[src/hw/dmafa_pkg.sv]
// Constants for the full address transfer channel control block.
// Assumes a single 100 MHz clock and a plain word-indexed register port.
package dmafa_pkg;
    // ****************************************************************
    // Register indices (word addresses on the register port)
    // ****************************************************************
    localparam logic [3:0] OFS_SOURCE_ADDRESS   = 4'h0;
    localparam logic [3:0] OFS_DEST_ADDRESS     = 4'h1;
    localparam logic [3:0] OFS_BLOCK_SIZE_COUNT = 4'h2;
    localparam logic [3:0] OFS_BLOCK_COUNT      = 4'h3;
    localparam logic [3:0] OFS_CHANNEL_CONTROL  = 4'h4;
    localparam logic [3:0] OFS_CHANNEL_ENABLE   = 4'h5;
    localparam logic [3:0] OFS_CHANNEL_STATUS   = 4'h6;

    // ****************************************************************
    // Field positions of channel_control
    // ****************************************************************
    localparam int BIT_TRANSFER_SIZE_SEL   = 15;
    localparam int BIT_SOURCE_STEP_DIR     = 14;
    localparam int BIT_SOURCE_STEP_ENABLE  = 13;
    localparam int BIT_BLOCK_AREA_SIDE     = 12;
    localparam int BIT_BLOCK_MODE_ENABLE   = 11;
    localparam int BIT_DEST_STEP_DIR       = 6;
    localparam int BIT_DEST_STEP_ENABLE    = 5;
    localparam int BIT_ACT_SEL_HI          = 3;

    // Fields of the enable register
    localparam int BIT_TRANSFER_ENABLE     = 0;
    localparam int BIT_MASTER_ENABLE       = 1;

    // ****************************************************************
    // Reset values and widths
    // ****************************************************************
    localparam logic [15:0] CONTROL_RESET  = 16'h0000;
    localparam int          ADDR_W         = 24;
    localparam int          PERIPH_W       = 11;

    // Activation source codes
    localparam logic [3:0] ACT_ADC_END      = 4'h1;
    localparam logic [3:0] ACT_PIN_EDGE     = 4'h2;
    localparam logic [3:0] ACT_PIN_LOW      = 4'h3;
    localparam logic [3:0] ACT_AUTO_STEAL   = 4'h6;
    localparam logic [3:0] ACT_AUTO_BURST   = 4'h7;
    localparam logic [3:0] ACT_SERIAL_FIRST = 4'h4;
    localparam logic [3:0] ACT_TIMER_FIRST  = 4'h8;
    localparam logic [3:0] ACT_TIMER_LAST   = 4'hD;

    // Channel sequencer states
    typedef enum logic [0:0] {
        DMAFA_IDLE = 1'b0,
        DMAFA_MOVE = 1'b1
    } dmafa_state_e;
endpackage : dmafa_pkg

[src/hw/dmafa_act_if.sv]
// Carrier between the channel and its activation source decoder.
// Assumes both ends sit on the same clock.
interface dmafa_act_if;
    logic [3:0]                   sel;       // Activation source code
    logic                         blk;       // Block mode selected
    logic                         first;     // First transfer since enable
    logic                         pin_fall;  // Filtered pin falling edge
    logic                         pin_low;   // Filtered pin low level
    logic [dmafa_pkg::PERIPH_W-1:0] periph;  // Peripheral event levels
    logic                         start;     // Source asks for a transfer

    modport chan (output sel, output blk, output first, output pin_fall, output pin_low,
                  output periph, input start);
    modport dec  (input sel, input blk, input first, input pin_fall, input pin_low,
                  input periph, output start);
endinterface : dmafa_act_if

[src/hw/dmafa_channel.sv]
// One transfer channel in full address mode: registers, counters, address stepping.
// Assumes a bus agent that takes xfer_req_o and answers with a one-cycle xfer_done_i.
//
// Behaviour
// - Normal mode ignores the block counter register entirely.
// - Block mode: low byte counts down block size, high byte keeps it.
// - Low byte decrements each unit; reloads from high byte on zero.
// - Block counter drops by one per block; zero ends the transfer.
// - Control register clears to zero on reset and on standby.
// - Bit 15 selects byte (0) or word (1) units.
// - Bits 14/13 fix, increment or decrement the source address.
// - Stepping adds or removes 1 for bytes, 2 for words.
// - Bits 6/5 fix, increment or decrement the destination address.
// - Bit 11 selects block mode; bit 12 picks which side is block area.
// - Bits 10..7 and 4 store and read back with no effect.
// - Normal mode decodes pin edge, pin low, auto steal, auto burst.
// - Block mode decodes converter, pin, serial and timer sources.
// - Block mode edge request is sensed as low level first time.
// - Shared source is served by the highest-priority channel first.
// - First address register is source, second is destination.
// - Normal mode: 16-bit counter decrements per transfer; zero ends it.
// - Requests accepted only with transfer and master enables set.
//
// Design decisions made here: the register offsets and the plain strobed port.
module dmafa_channel
    import dmafa_pkg::*;
(
    input  wire logic                clk_i,          // System clock, 100 MHz
    input  wire logic                arst_n_i,       // Asynchronous reset, active low
    input  wire logic                standby_i,      // Standby entry, clears control
    input  wire logic [3:0]          addr_i,         // Register word index
    input  wire logic [31:0]         wr_data_i,      // Register write data
    input  wire logic                wr_i,           // Write strobe
    input  wire logic                rd_i,           // Read strobe
    output logic      [31:0]         rd_data_o,      // Read data, cycle after strobe
    input  wire logic                transfer_request_pin_n_i, // Request pin, active low
    input  wire logic [PERIPH_W-1:0] periph_evt_i,   // Converter, serial, timer events
    input  wire logic                prio_hold_i,    // Higher channel claims the source
    input  wire logic                xfer_done_i,    // Bus agent finished one unit
    output logic                     xfer_req_o,     // Unit transfer request
    output logic      [ADDR_W-1:0]   xfer_src_o,     // Source address of the unit
    output logic      [ADDR_W-1:0]   xfer_dst_o,     // Destination address of the unit
    output logic                     xfer_word_o,    // Unit is a word
    output logic                     xfer_burst_o,   // Burst request selected
    output logic                     block_end_o,    // One block finished, pulse
    output logic                     transfer_end_o  // Whole transfer finished, pulse
);
    // ****************************************************************
    // State
    // ****************************************************************
    typedef struct packed {
        dmafa_state_e      state;
        logic [ADDR_W-1:0] src;          // source_address
        logic [ADDR_W-1:0] dst;          // destination_address
        logic [ADDR_W-1:0] area_start;   // Block area start for reload
        logic [15:0]       size_count;   // block_size_count
        logic [15:0]       blk_count;    // block_count
        logic [15:0]       ctrl;         // channel_control
        logic              te;           // channel_transfer_enable
        logic              me;           // channel_master_enable
        logic              first;        // First unit since enable
        logic [2:0]        pin_sync;     // Pin synchroniser
        logic              pin_lvl;      // Filtered pin level
        logic              pin_fall;     // Falling edge seen, pending
        logic [31:0]       rd_data;
        logic              req;
        logic              blk_end;
        logic              xfer_end;
    } dmafa_chan_s;

    dmafa_chan_s r;
    dmafa_chan_s next_r;

    dmafa_act_if act ();

    // ****************************************************************
    // Helpers
    // ****************************************************************
    // Address step, shared by both sides
    function automatic logic [ADDR_W-1:0] dmafa_step(input logic [ADDR_W-1:0] a,
                                                     input logic en, input logic dec,
                                                     input logic word);
        logic [ADDR_W-1:0] inc;
        inc = word ? ADDR_W'(2) : ADDR_W'(1);
        if (!en) begin
            dmafa_step = a;
        end else if (dec) begin
            dmafa_step = a - inc;
        end else begin
            dmafa_step = a + inc;
        end
    endfunction : dmafa_step

    logic blk_mode;
    logic word_sel;
    logic enabled;
    assign blk_mode = r.ctrl[BIT_BLOCK_MODE_ENABLE];
    assign word_sel = r.ctrl[BIT_TRANSFER_SIZE_SEL];
    assign enabled  = r.te && r.me;

    // ****************************************************************
    // Activation decoder
    // ****************************************************************
    assign act.sel      = r.ctrl[BIT_ACT_SEL_HI:0];
    assign act.blk      = blk_mode;
    assign act.first    = r.first;
    assign act.pin_fall = r.pin_fall;
    assign act.pin_low  = !r.pin_lvl;
    assign act.periph   = periph_evt_i;

    dmafa_act_decode u_decode (
        .act (act.dec)
    );

    // ****************************************************************
    // Next state
    // ****************************************************************
    always_comb begin
        logic [ADDR_W-1:0] ns;
        logic [ADDR_W-1:0] nd;
        logic [7:0]        low;
        ns     = '0;
        nd     = '0;
        low    = '0;
        next_r = r;
        next_r.blk_end  = 1'b0;
        next_r.xfer_end = 1'b0;

        // Pin filter: change counts once stages two and three agree
        next_r.pin_sync = {r.pin_sync[1:0], transfer_request_pin_n_i};
        if (r.pin_sync[1] == r.pin_sync[2]) begin
            next_r.pin_lvl = r.pin_sync[2];
            if (r.pin_lvl && !r.pin_sync[2]) begin
                next_r.pin_fall = 1'b1;
            end
        end

        // Transfer sequencing
        unique case (r.state)
            DMAFA_IDLE: begin
                if (enabled && act.start && !prio_hold_i) begin
                    next_r.state = DMAFA_MOVE;
                    next_r.req   = 1'b1;
                    next_r.pin_fall = next_r.pin_fall && !r.pin_fall; // Consumed; an edge arriving in the same cycle is dropped
                end
            end
            DMAFA_MOVE: begin
                if (xfer_done_i) begin
                    next_r.req   = 1'b0;
                    next_r.state = DMAFA_IDLE;
                    next_r.first = 1'b0;
                    // Step both sides before any further unit
                    ns = dmafa_step(r.src, r.ctrl[BIT_SOURCE_STEP_ENABLE],
                                    r.ctrl[BIT_SOURCE_STEP_DIR], word_sel);
                    nd = dmafa_step(r.dst, r.ctrl[BIT_DEST_STEP_ENABLE],
                                    r.ctrl[BIT_DEST_STEP_DIR], word_sel);
                    next_r.src = ns;
                    next_r.dst = nd;
                    if (!blk_mode) begin
                        // Block counter untouched here
                        next_r.size_count = r.size_count - 16'h0001;
                        if (r.size_count == 16'h0001) begin
                            next_r.te       = 1'b0;
                            next_r.xfer_end = 1'b1;
                        end
                    end else begin
                        low = r.size_count[7:0] - 8'h01;
                        next_r.size_count[7:0] = low;
                        if (low == 8'h00) begin
                            next_r.size_count[7:0] = r.size_count[15:8];
                            next_r.blk_count = r.blk_count - 16'h0001;
                            next_r.blk_end   = 1'b1;
                            // Block area restarts, other side runs on
                            if (r.ctrl[BIT_BLOCK_AREA_SIDE]) begin
                                next_r.src = r.area_start;
                            end else begin
                                next_r.dst = r.area_start;
                            end
                            if (r.blk_count == 16'h0001) begin
                                next_r.te       = 1'b0;
                                next_r.xfer_end = 1'b1;
                            end
                        end
                    end
                end
            end
        endcase

        // Register writes; a write lands after the hardware update
        if (wr_i) begin
            unique case (addr_i)
                OFS_SOURCE_ADDRESS: begin
                    next_r.src = wr_data_i[ADDR_W-1:0];
                    if (r.ctrl[BIT_BLOCK_AREA_SIDE]) begin
                        next_r.area_start = wr_data_i[ADDR_W-1:0];
                    end
                end
                OFS_DEST_ADDRESS: begin
                    next_r.dst = wr_data_i[ADDR_W-1:0];
                    if (!r.ctrl[BIT_BLOCK_AREA_SIDE]) begin
                        next_r.area_start = wr_data_i[ADDR_W-1:0];
                    end
                end
                OFS_BLOCK_SIZE_COUNT: next_r.size_count = wr_data_i[15:0];
                OFS_BLOCK_COUNT:      next_r.blk_count  = wr_data_i[15:0];
                OFS_CHANNEL_CONTROL:  next_r.ctrl       = wr_data_i[15:0];
                OFS_CHANNEL_ENABLE: begin
                    next_r.te = wr_data_i[BIT_TRANSFER_ENABLE];
                    next_r.me = wr_data_i[BIT_MASTER_ENABLE];
                    // Off-to-on arms the first-transfer level sense
                    if (!enabled && wr_data_i[BIT_TRANSFER_ENABLE] && wr_data_i[BIT_MASTER_ENABLE]) begin
                        next_r.first    = 1'b1;
                        next_r.pin_fall = 1'b0;
                    end
                end
                default: ;
            endcase
        end

        // Standby wipes the control register only
        if (standby_i) begin
            next_r.ctrl = CONTROL_RESET;
        end

        // Read data stand one cycle, zero otherwise and when unmapped
        next_r.rd_data = '0;
        if (rd_i) begin
            unique case (addr_i)
                OFS_SOURCE_ADDRESS:   next_r.rd_data = {8'h00, r.src};
                OFS_DEST_ADDRESS:     next_r.rd_data = {8'h00, r.dst};
                OFS_BLOCK_SIZE_COUNT: next_r.rd_data = {16'h0000, r.size_count};
                OFS_BLOCK_COUNT:      next_r.rd_data = {16'h0000, r.blk_count};
                OFS_CHANNEL_CONTROL:  next_r.rd_data = {16'h0000, r.ctrl};
                OFS_CHANNEL_ENABLE:   next_r.rd_data = {30'h0, r.me, r.te};
                OFS_CHANNEL_STATUS:   next_r.rd_data = {29'h0, r.first, r.pin_lvl, r.req};
                default:              next_r.rd_data = '0;
            endcase
        end
    end

    // ****************************************************************
    // State register
    // ****************************************************************
    // Counters and addresses have no documented reset, zero is chosen
    always_ff @(posedge clk_i or negedge arst_n_i) begin
        if (!arst_n_i) begin
            r          <= '0;
            r.ctrl     <= CONTROL_RESET;
            r.pin_sync <= 3'b111;
            r.pin_lvl  <= 1'b1;
        end else begin
            r <= next_r;
        end
    end

    // ****************************************************************
    // Outputs, all straight from flip-flops except the decoded xfer_burst_o
    // ****************************************************************
    assign rd_data_o      = r.rd_data;
    assign xfer_req_o     = r.req;
    assign xfer_src_o     = r.src;
    assign xfer_dst_o     = r.dst;
    assign xfer_word_o    = r.ctrl[BIT_TRANSFER_SIZE_SEL];
    assign xfer_burst_o   = r.ctrl[BIT_ACT_SEL_HI:0] == ACT_AUTO_BURST && !r.ctrl[BIT_BLOCK_MODE_ENABLE];
    assign block_end_o    = r.blk_end;
    assign transfer_end_o = r.xfer_end;
endmodule : dmafa_channel

[src/hw/dmafa_act_decode.sv]
// Activation source decoder for one paired channel.
// Assumes all inputs are already on the channel clock.
module dmafa_act_decode
    import dmafa_pkg::*;
(
    dmafa_act_if.dec act  // Decoder side of the carrier
);
    // ****************************************************************
    // Source selection
    // ****************************************************************
    // Pure decode; the channel registers whatever depends on it
    always_comb begin
        act.start = 1'b0;
        if (!act.blk) begin
            unique case (act.sel)
                ACT_PIN_EDGE:   act.start = act.pin_fall;
                ACT_PIN_LOW:    act.start = act.pin_low;
                ACT_AUTO_STEAL: act.start = 1'b1;
                ACT_AUTO_BURST: act.start = 1'b1;
                default:        act.start = 1'b0;
            endcase
        end else begin
            if (act.sel == ACT_ADC_END) begin
                act.start = act.periph[0];
            end else if (act.sel == ACT_PIN_EDGE) begin
                // Edge falls back to level on the first transfer
                act.start = act.first ? act.pin_low : act.pin_fall;
            end else if (act.sel == ACT_PIN_LOW) begin
                act.start = act.pin_low;
            end else if (act.sel >= ACT_SERIAL_FIRST && act.sel <= ACT_TIMER_LAST) begin
                act.start = act.periph[act.sel - 4'h3];
            end else begin
                act.start = 1'b0;
            end
        end
    end
endmodule : dmafa_act_decode

[config.mk]
export PLATFORM = sky130hd
export DESIGN_NAME = dmafa_channel
export DESIGN_NICKNAME = d
export VERILOG_FILES = /design/src/hw/dmafa_pkg.sv /design/src/hw/dmafa_act_if.sv /design/src/hw/dmafa_channel.sv /design/src/hw/dmafa_act_decode.sv
export SDC_FILE = /design/constraint.sdc
export NUM_CORES = 1
export LEC_CHECK = 0
export ABC_AREA = 1
export BUFFER_PORTS_ARGS = -buffer_cell sky130_fd_sc_hd__buf_2
export CAP_MARGIN = 10
export CORE_ASPECT_RATIO = 0.9
export CORE_MARGIN = 4
export CORE_UTILIZATION = 55
export CTS_BUF_LIST = sky130_fd_sc_hd__clkbuf_16
export CTS_CLUSTER_SIZE = 24
export DETAILED_ROUTE_END_ITERATION = 8
export PLACE_DENSITY_LB_ADDON = 0.05
export SYNTH_ARGS = -nofsm -noshare
export SYNTH_HDL_FRONTEND = slang
export SYNTH_SLANG_ARGS = --single-unit
export TNS_END_PERCENT = 50
[constraint.sdc]
create_clock -name clk_i -period 8.05 [get_ports clk_i]
set_input_delay 0.805 -clock clk_i [delete_from_list [all_inputs] [get_ports clk_i]]
set_output_delay 0.805 -clock clk_i [all_outputs]
set_load 0.01 [all_outputs]
==> impl_metrics.csv, run 1 <==
group,metric,value,unit
timing,grt_setup_unrepaired,"false",
timing,worst_pin_slew,1.055,ns
synthesis,synthesis.area,12270,sq um
timing,post-route-min-period,3.426,ns
routing,wl_met1,17390,microns
routing,met3_length,3562,microns
synthesis,synth_cell_type_count,55,
global_routing,grt_pass1_vias,11370,
critical_path,critPathArrivalTime,3.76,ns
critical_path,cp_common_cell,"nand2_1",
synthesis,synth_warnings,0,
timing,setup_viol,0,
critical_path,cp_max_fo,24,
global_routing,grt_overflow_total,0,
global_routing,grt_pass1_wl,64160,microns
clock_network,hold_buffers,0,
routing,ant_nets,0,
timing,slew_violations,0,
layout,areaGrowthSynthToFinish,6.505,%
synthesis,synth-seq-cells,156,
critical_path,path_cells,"inv_1 > nor2_1 > ha_1 > nand2_1 > o21ai_0 > a21oi_1 > o21ai_0 > nand2_1 > nand2_1 > nand2_1 > nand3_1 > nand3_1 > a21oi_1 > nor2_1",
critical_path,critPathTopFamily,"compound AO/OA/AOI/OAI gates",
global_routing,antenna_found_initial,0,
layout,final_nets,1896,
clock_network,clk_latency,0.45,ns
global_routing,grt_use_total,0.3384,
clock_network,cts.reportedPaths.clkPinSlew,0.07,ns
timing,fin_skew,0.01182,ns
critical_path,slowest_stage,"dfrtp_1",
routing,dr.pass1.iters,6,
clock_network,cts_tree,"built",
timing,fmax,291.9,MHz
clock_network,htree_levels,4,
power_and_ir_drop,peakVddDrop,0.1294,mV
layout,num_antenna_cells,0,
placed_design,gp_congestion,1.002,
timing,hold_viol,0,
routing,vias,12200,
floorplan,fp-row-count,51,
routing,wl_per_cell,19.87,microns
timing,finalCritPeriodShare,0.4256,
clock_network,cts_buffers,17,
clock_network,cts-root-buf,"clkbuf_16",
global_routing,grt_start_max_net_pins,95,
flow_run,max_cap_violations,0,
synthesis,synth_cells,1767,
routing,drt_wl_total,41510,microns
routing,initialDrtViolationCount,1224,
floorplan,coreArea,21760,sq um
critical_path,max_stage_delay,1.04,ns
routing,dr.max_layer_used,"met4",
layout,postLayoutCoreUtil,0.6007,
critical_path,cp-end-kind,"register",
critical_path,cp-start-kind,"register",
routing,wl_met2,18640,microns
layout,drive_above_1_share,0.1196,
clock_network,postCtsSetupRepairBufs,0,
floorplan,die-area,24770,sq um
floorplan,chipHeight,149.7,microns
routing,drc,0,
synthesis,synth_top_area_share,0.3100,
status,status,"completed",
synthesis,yosys.area.top_type,"dfrtp_1",
power_and_ir_drop,powerDensity,218.2,nW/um^2
power_and_ir_drop,p_leak,6.742,nW
routing,via_per_inst,5.838,
timing,finalSetupTns,0,ns
critical_path,cp_num_buf_inv,1,
critical_path,worstSetupPathType,"register to register",
placed_design,dp_hpwl,31090,microns
floorplan,fp.dieW,165.5,microns
placed_design,port_buffers,123,
clock_network,cts.sinks,156,
floorplan,start_util,0.5640,
synthesis,seq_area_frac_synth,0.3185,
clock_network,cts.repair.resized,0,
critical_path,critPathRequiredTime,8.39,ns
clock_network,clock_path_buffers,2,
synthesis,synth_area_per_cell,6.945,sq um
hold_path,hold_class,"register to register",
timing,maxSlewHeadroom,0.2966,
synthesis,yosys-top-cells-area,"dfrtp_1, nand2_1, inv_1",
floorplan,io_pins,140,
## metrics by stage
stage	hold WS [ns]	setup slack [ns]	cells	power, W	instance area, sq um
6_report	0.3597	4.624	2089	0.002852	13070
5_1_grt	0.3665	4.225	2089	0.003020	13070
4_1_cts	0.3618	4.637	2089	0.002841	13070
3_5_place_dp	0.3511	4.285	2057	0.001991	12470
3_3_place_gp	0.3521	4.356	2057	0.001978	12470
2_1_floorplan	0.3452	5.512	1774	0.001744	12300
## cells by family (layout without fill, tap and decap cells)
group / count (synthesis) / in the layout / synth area share
adder cells (fa/ha/maj): 56 / 56 / 0.05832
AND/OR/NAND/NOR: 695 / 695 / 0.2487
flip-flops: 156 / 156 / 0.3185
XOR/XNOR: 29 / 29 / 0.02070
AO/OA/AOI/OAI: 434 / 434 / 0.2019
other: 1 / 8 / 0.0003056
buffers and inverters: 395 / 419 / 0.1507
multiplexers: 1 / 1 / 0.0009176
## path summary, 6_finish.rpt
path / from / endpoint / slack, ns / cells past startpoint
min in group asynchronous: arst_n_i / xfer_dst_o[19] / 0.43 / 1
min: next_r[38] / next_r[39] / 0.36 / 0
max: r[49] / xfer_dst_o[17] / 4.62 / 14
max in group asynchronous: arst_n_i / r[83] / 6.26 / 2
min reg2reg: next_r[38] / next_r[39] / 0.36 / 0
max reg2reg: r[49] / xfer_dst_o[17] / 4.62 / 14
## sequential cells by signal (all words and copies together) (netlist names)
name and count:
rd_data_o 24, xfer_dst_o 24, r 71, transfer_end_o 1
xfer_src_o 24, next_r 2, xfer_req_o 1, act.first 1
block_end_o 1, act.blk 1, xfer_word_o 1, act.sel 4
act.pin_fall 1
## per-layer routing
metal  global-route usage  vias to the layer above
met1               0.4555                     5678
met5                    0                        -
met3              0.07684                      114
met4               0.1398                        0
li1                     -                     5814
met2               0.5280                      589
## report_power, final
group	switching (W)	internal, W	total [W]
Clock	0.000385	0.000467	0.000852
Combinational	0.000587	0.000315	0.000902
Sequential	0.000175	0.000923	0.00110
## placed cells by master (no fill, tap or decap), types with 54 or more instances in the layout
cell / n
nand2_1: 301
inv_1: 250
nor2_1: 203
dfrtp_1: 152
a21oi_1: 140
o21ai_0: 129
buf_2: 122
nand3_1: 100
o22ai_1: 54
ha_1: 54
## cells in the mapped netlist (all sizes together)
master,n
a311oi,1
nand3b,8
nand4,20
a31oi,19
nor4,5
xnor2,2
inv,254
a2111oi,4
conb,1
nor2,214
a22oi,8
o21a,1
ha,54
dfstp,4
o211ai,39
or2,9
a211oi,10
nor3,18
o22ai,54
xor2,27
o211a,1
dfrtp,152
mux2,1
fa,2
a221oi,1
clkbuf,40
nand3,104
and2,1
o21ai,142
buf,101
nand2,312
a21o,5
o221ai,1
nor3b,1
o2111ai,1
a21boi,2
nand2b,3
o21bai,5
a21oi,140
## layout make-up
| type | instances | area (sq um) |
|---|---|---|
| fillers | 2175 | 8690 |
| repair buffers | 133 | 696.9 |
| clock buffers | 17 | 425.4 |
| flip-flops and latches | 156 | 3909 |
| inverters | 254 | 955.9 |
| well taps | 291 | 364.1 |
| multi-input cells | 1223 | 6546 |
| clock inverters | 15 | 172.7 |
Note: power is estimated with default switching activity, not from simulation.
==> run 2, diff against run 1 <==
--- a/config.mk
+++ b/config.mk
@@ -10,7 +10,7 @@
 export CAP_MARGIN = 10
 export CORE_ASPECT_RATIO = 0.9
 export CORE_MARGIN = 4
-export CORE_UTILIZATION = 55
+export CORE_UTILIZATION = 54
 export CTS_BUF_LIST = sky130_fd_sc_hd__clkbuf_16
 export CTS_CLUSTER_SIZE = 24
 export DETAILED_ROUTE_END_ITERATION = 8
==> constraint.sdc (replaced) <==
create_clock -name clk_i -period 2.8 [get_ports clk_i]
set_input_delay 0.28 -clock clk_i [delete_from_list [all_inputs] [get_ports clk_i]]
set_output_delay 0.28 -clock clk_i [all_outputs]
set_load 0.01 [all_outputs]
==> run 2 against run 1 <==
  * Setup slack got worse by 4.4 ns
  * Global-route usage fell by 0.77 points
  * Final cell count grew 1.9%
  * Non-clock buffer count rose by 34
  * Largest cell class unchanged
==> impl_metrics.csv, run 2 (same netlist as run 1, synthesis figures left out) <==
group,metric,value,unit
timing,post-route-min-period,2.589,ns
global_routing,use_met1,0.4280,
global_routing,grt_pass1_wl,64620,microns
timing,setup_viol,0,
floorplan,die-area,25210,sq um
clock_network,cts_tree,"built",
floorplan,chipHeight,151.0,microns
clock_network,postCtsSetupRepairBufs,0,
critical_path,critPathArrivalTime,2.95,ns
global_routing,grt_use_met2,0.5464,
critical_path,max_stage_delay,0.42,ns
routing,vias,12290,
layout,largest_reg_flops,71,
timing,fmax,386.3,MHz
critical_path,cp_max_fo,5,
routing,ant_nets,0,
routing,via_per_inst,5.774,
placed_design,port_buffers,123,
global_routing,top_usage_layer,"met2",
power_and_ir_drop,powerDensity,618.1,nW/um^2
clock_network,cts.reportedPaths.clkPinSlew,0.07,ns
layout,final_common_cell,"nand2_1",
floorplan,fp.dieW,166.9,microns
layout,drive_above_1_share,0.1359,
timing,finalCritPeriodShare,0.9245,
floorplan,coreArea,22450,sq um
global_routing,antenna_found_initial,0,
critical_path,worstSetupPathType,"register to register",
placed_design,gp_congestion,1.036,
global_routing,grt_pass1_vias,11570,
critical_path,path_cells,"inv_1 > ha_1 > inv_1 > fa_1 > nand3_1 > nand3_1 > nand3_1 > nand2_1 > a21oi_2 > o21ai_0 > nand2_1 > nand3_1 > nand3_1 > nand2_1 > a21oi_1",
layout,postLayoutCellArea,13390,sq um
floorplan,fp-row-count,52,
critical_path,cp-start-kind,"register",
routing,initialDrtViolationCount,1238,
global_routing,grt_overflow_total,0,
timing,worst_pin_slew,0.9619,ns
critical_path,cp-end-kind,"register",
layout,areaGrowthSynthToFinish,9.125,%
clock_network,htree_levels,4,
global_routing,grt_use_total,0.3307,
clock_network,cts_buffers,17,
layout,final_cell_mix,"nand2_1, inv_1, nor2_1",
layout,final_nets,1930,
hold_path,hold_class,"input port to register",
routing,drt_wl_total,42460,microns
power_and_ir_drop,p_leak,6.931,nW
timing,slew_violations,0,
routing,wl_per_cell,19.95,microns
global_routing,grtUsageMet3,0.04906,
critical_path,slowest_stage,"dfrtp_1",
clock_network,clock_path_buffers,2,
clock_network,cts.sinks,156,
clock_network,cts-root-buf,"clkbuf_16",
critical_path,critPathRequiredTime,3.16,ns
critical_path,cp_num_buf_inv,2,
clock_network,clk_latency,0.45,ns
global_routing,grt_start_max_net_pins,57,
flow_run,max_cap_violations,0,
timing,finalSetupTns,0,ns
power_and_ir_drop,power.total,0.008277,W
status,status,"completed",
layout,num_antenna_cells,0,
critical_path,cp_common_cell,"nand3_1",
critical_path,critPathTopFamily,"simple AND/OR/NAND/NOR gates",
timing,fin_skew,0.01500,ns
placed_design,place_area,12740,sq um
timing,maxSlewHeadroom,0.3580,
timing,grt_setup_unrepaired,"false",
floorplan,io_pins,140,
routing,dr.pass1.iters,5,
power_and_ir_drop,peakVddDrop,0.3861,mV
routing,drc,0,
placed_design,dp_hpwl,32110,microns
floorplan,start_util,0.5467,
timing,hold_viol,0,
layout,regMostFlops,"r",
run 2: what timing repair did:
item / 4_1_cts / 5_1_grt
endpoints found under the setup margin: 0 / 8
hold buffers: 2 / 0
resized for setup: 0 / 6
endpoints found under the hold margin: 54 / 0
run 2: routing by layer:
metal / vias to the layer above / share of wire / wire length, microns
li1: 5896 / - / -
met1: 5768 / 0.42 / 17950
met2: 516 / 0.46 / 19590
met3: 112 / 0.066 / 2809
met4: 0 / 0.050 / 2116
met5: - / 0 / 0
run 2: path summary, 6_finish.rpt:
check                                  to  slack (ns)           from  depth (start not counted)
setup / recovery           xfer_dst_o[20]        0.21  xfer_dst_o[0]                         15
hold / removal                     r[163]        0.10    xfer_done_i                          2
setup reg to reg           xfer_dst_o[20]        0.21  xfer_dst_o[0]                         15
hold reg to reg                next_r[39]        0.36     next_r[38]                          0
max in group asynchronous      next_r[39]        1.61       arst_n_i                          3
min in group asynchronous  xfer_dst_o[19]        0.38       arst_n_i                          2
run 2: cell type report:
cell class	count	area, sq um
Multi-Input combinational cell	1223	6554
Tap cell	297	371.6
Clock inverter	15	190.2
Clock buffer	17	425.4
Fill cell	2221	9055
Timing Repair Buffer	167	985.9
Inverter	254	955.9
Sequential cell	156	3909
run 2: metrics by stage:
| stage | worst slack [ns] | hold WS, ns | cells | util |
|---|---|---|---|---|
| floorplan | 0.2617 | -0.01559 | 1774 | - |
| global placement | 0.1877 | 0.2886 | 2095 | 0.5678 |
| detailed placement | 0.08515 | 0.2935 | 2095 | 0.5678 |
| CTS | 0.08357 | 0.09057 | 2129 | 0.5961 |
| global route | 0.002413 | 0.1148 | 2129 | 0.5966 |
| finish | 0.2113 | 0.1039 | 2129 | 0.5966 |
run 2: worst reg2reg max path, cell delays in order, from the launching register on:
cell,delay [ns]
dfrtp_1,0.42
inv_1,0.16
ha_1,0.21
inv_1,0.06
fa_1,0.42
nand3_1,0.11
nand3_1,0.12
nand3_1,0.10
nand2_1,0.16
a21oi_2,0.23
o21ai_0,0.10
nand2_1,0.07
nand3_1,0.09
nand3_1,0.11
nand2_1,0.05
a21oi_1,0.11
run 2: power breakdown:
part,leakage (nW),internal (W),switching [W]
Sequential,1.87,0.00265,0.000478
Clock,0.302,0.00129,0.00116
Combinational,4.76,0.000941,0.00175
Total,6.93,0.00489,0.00339
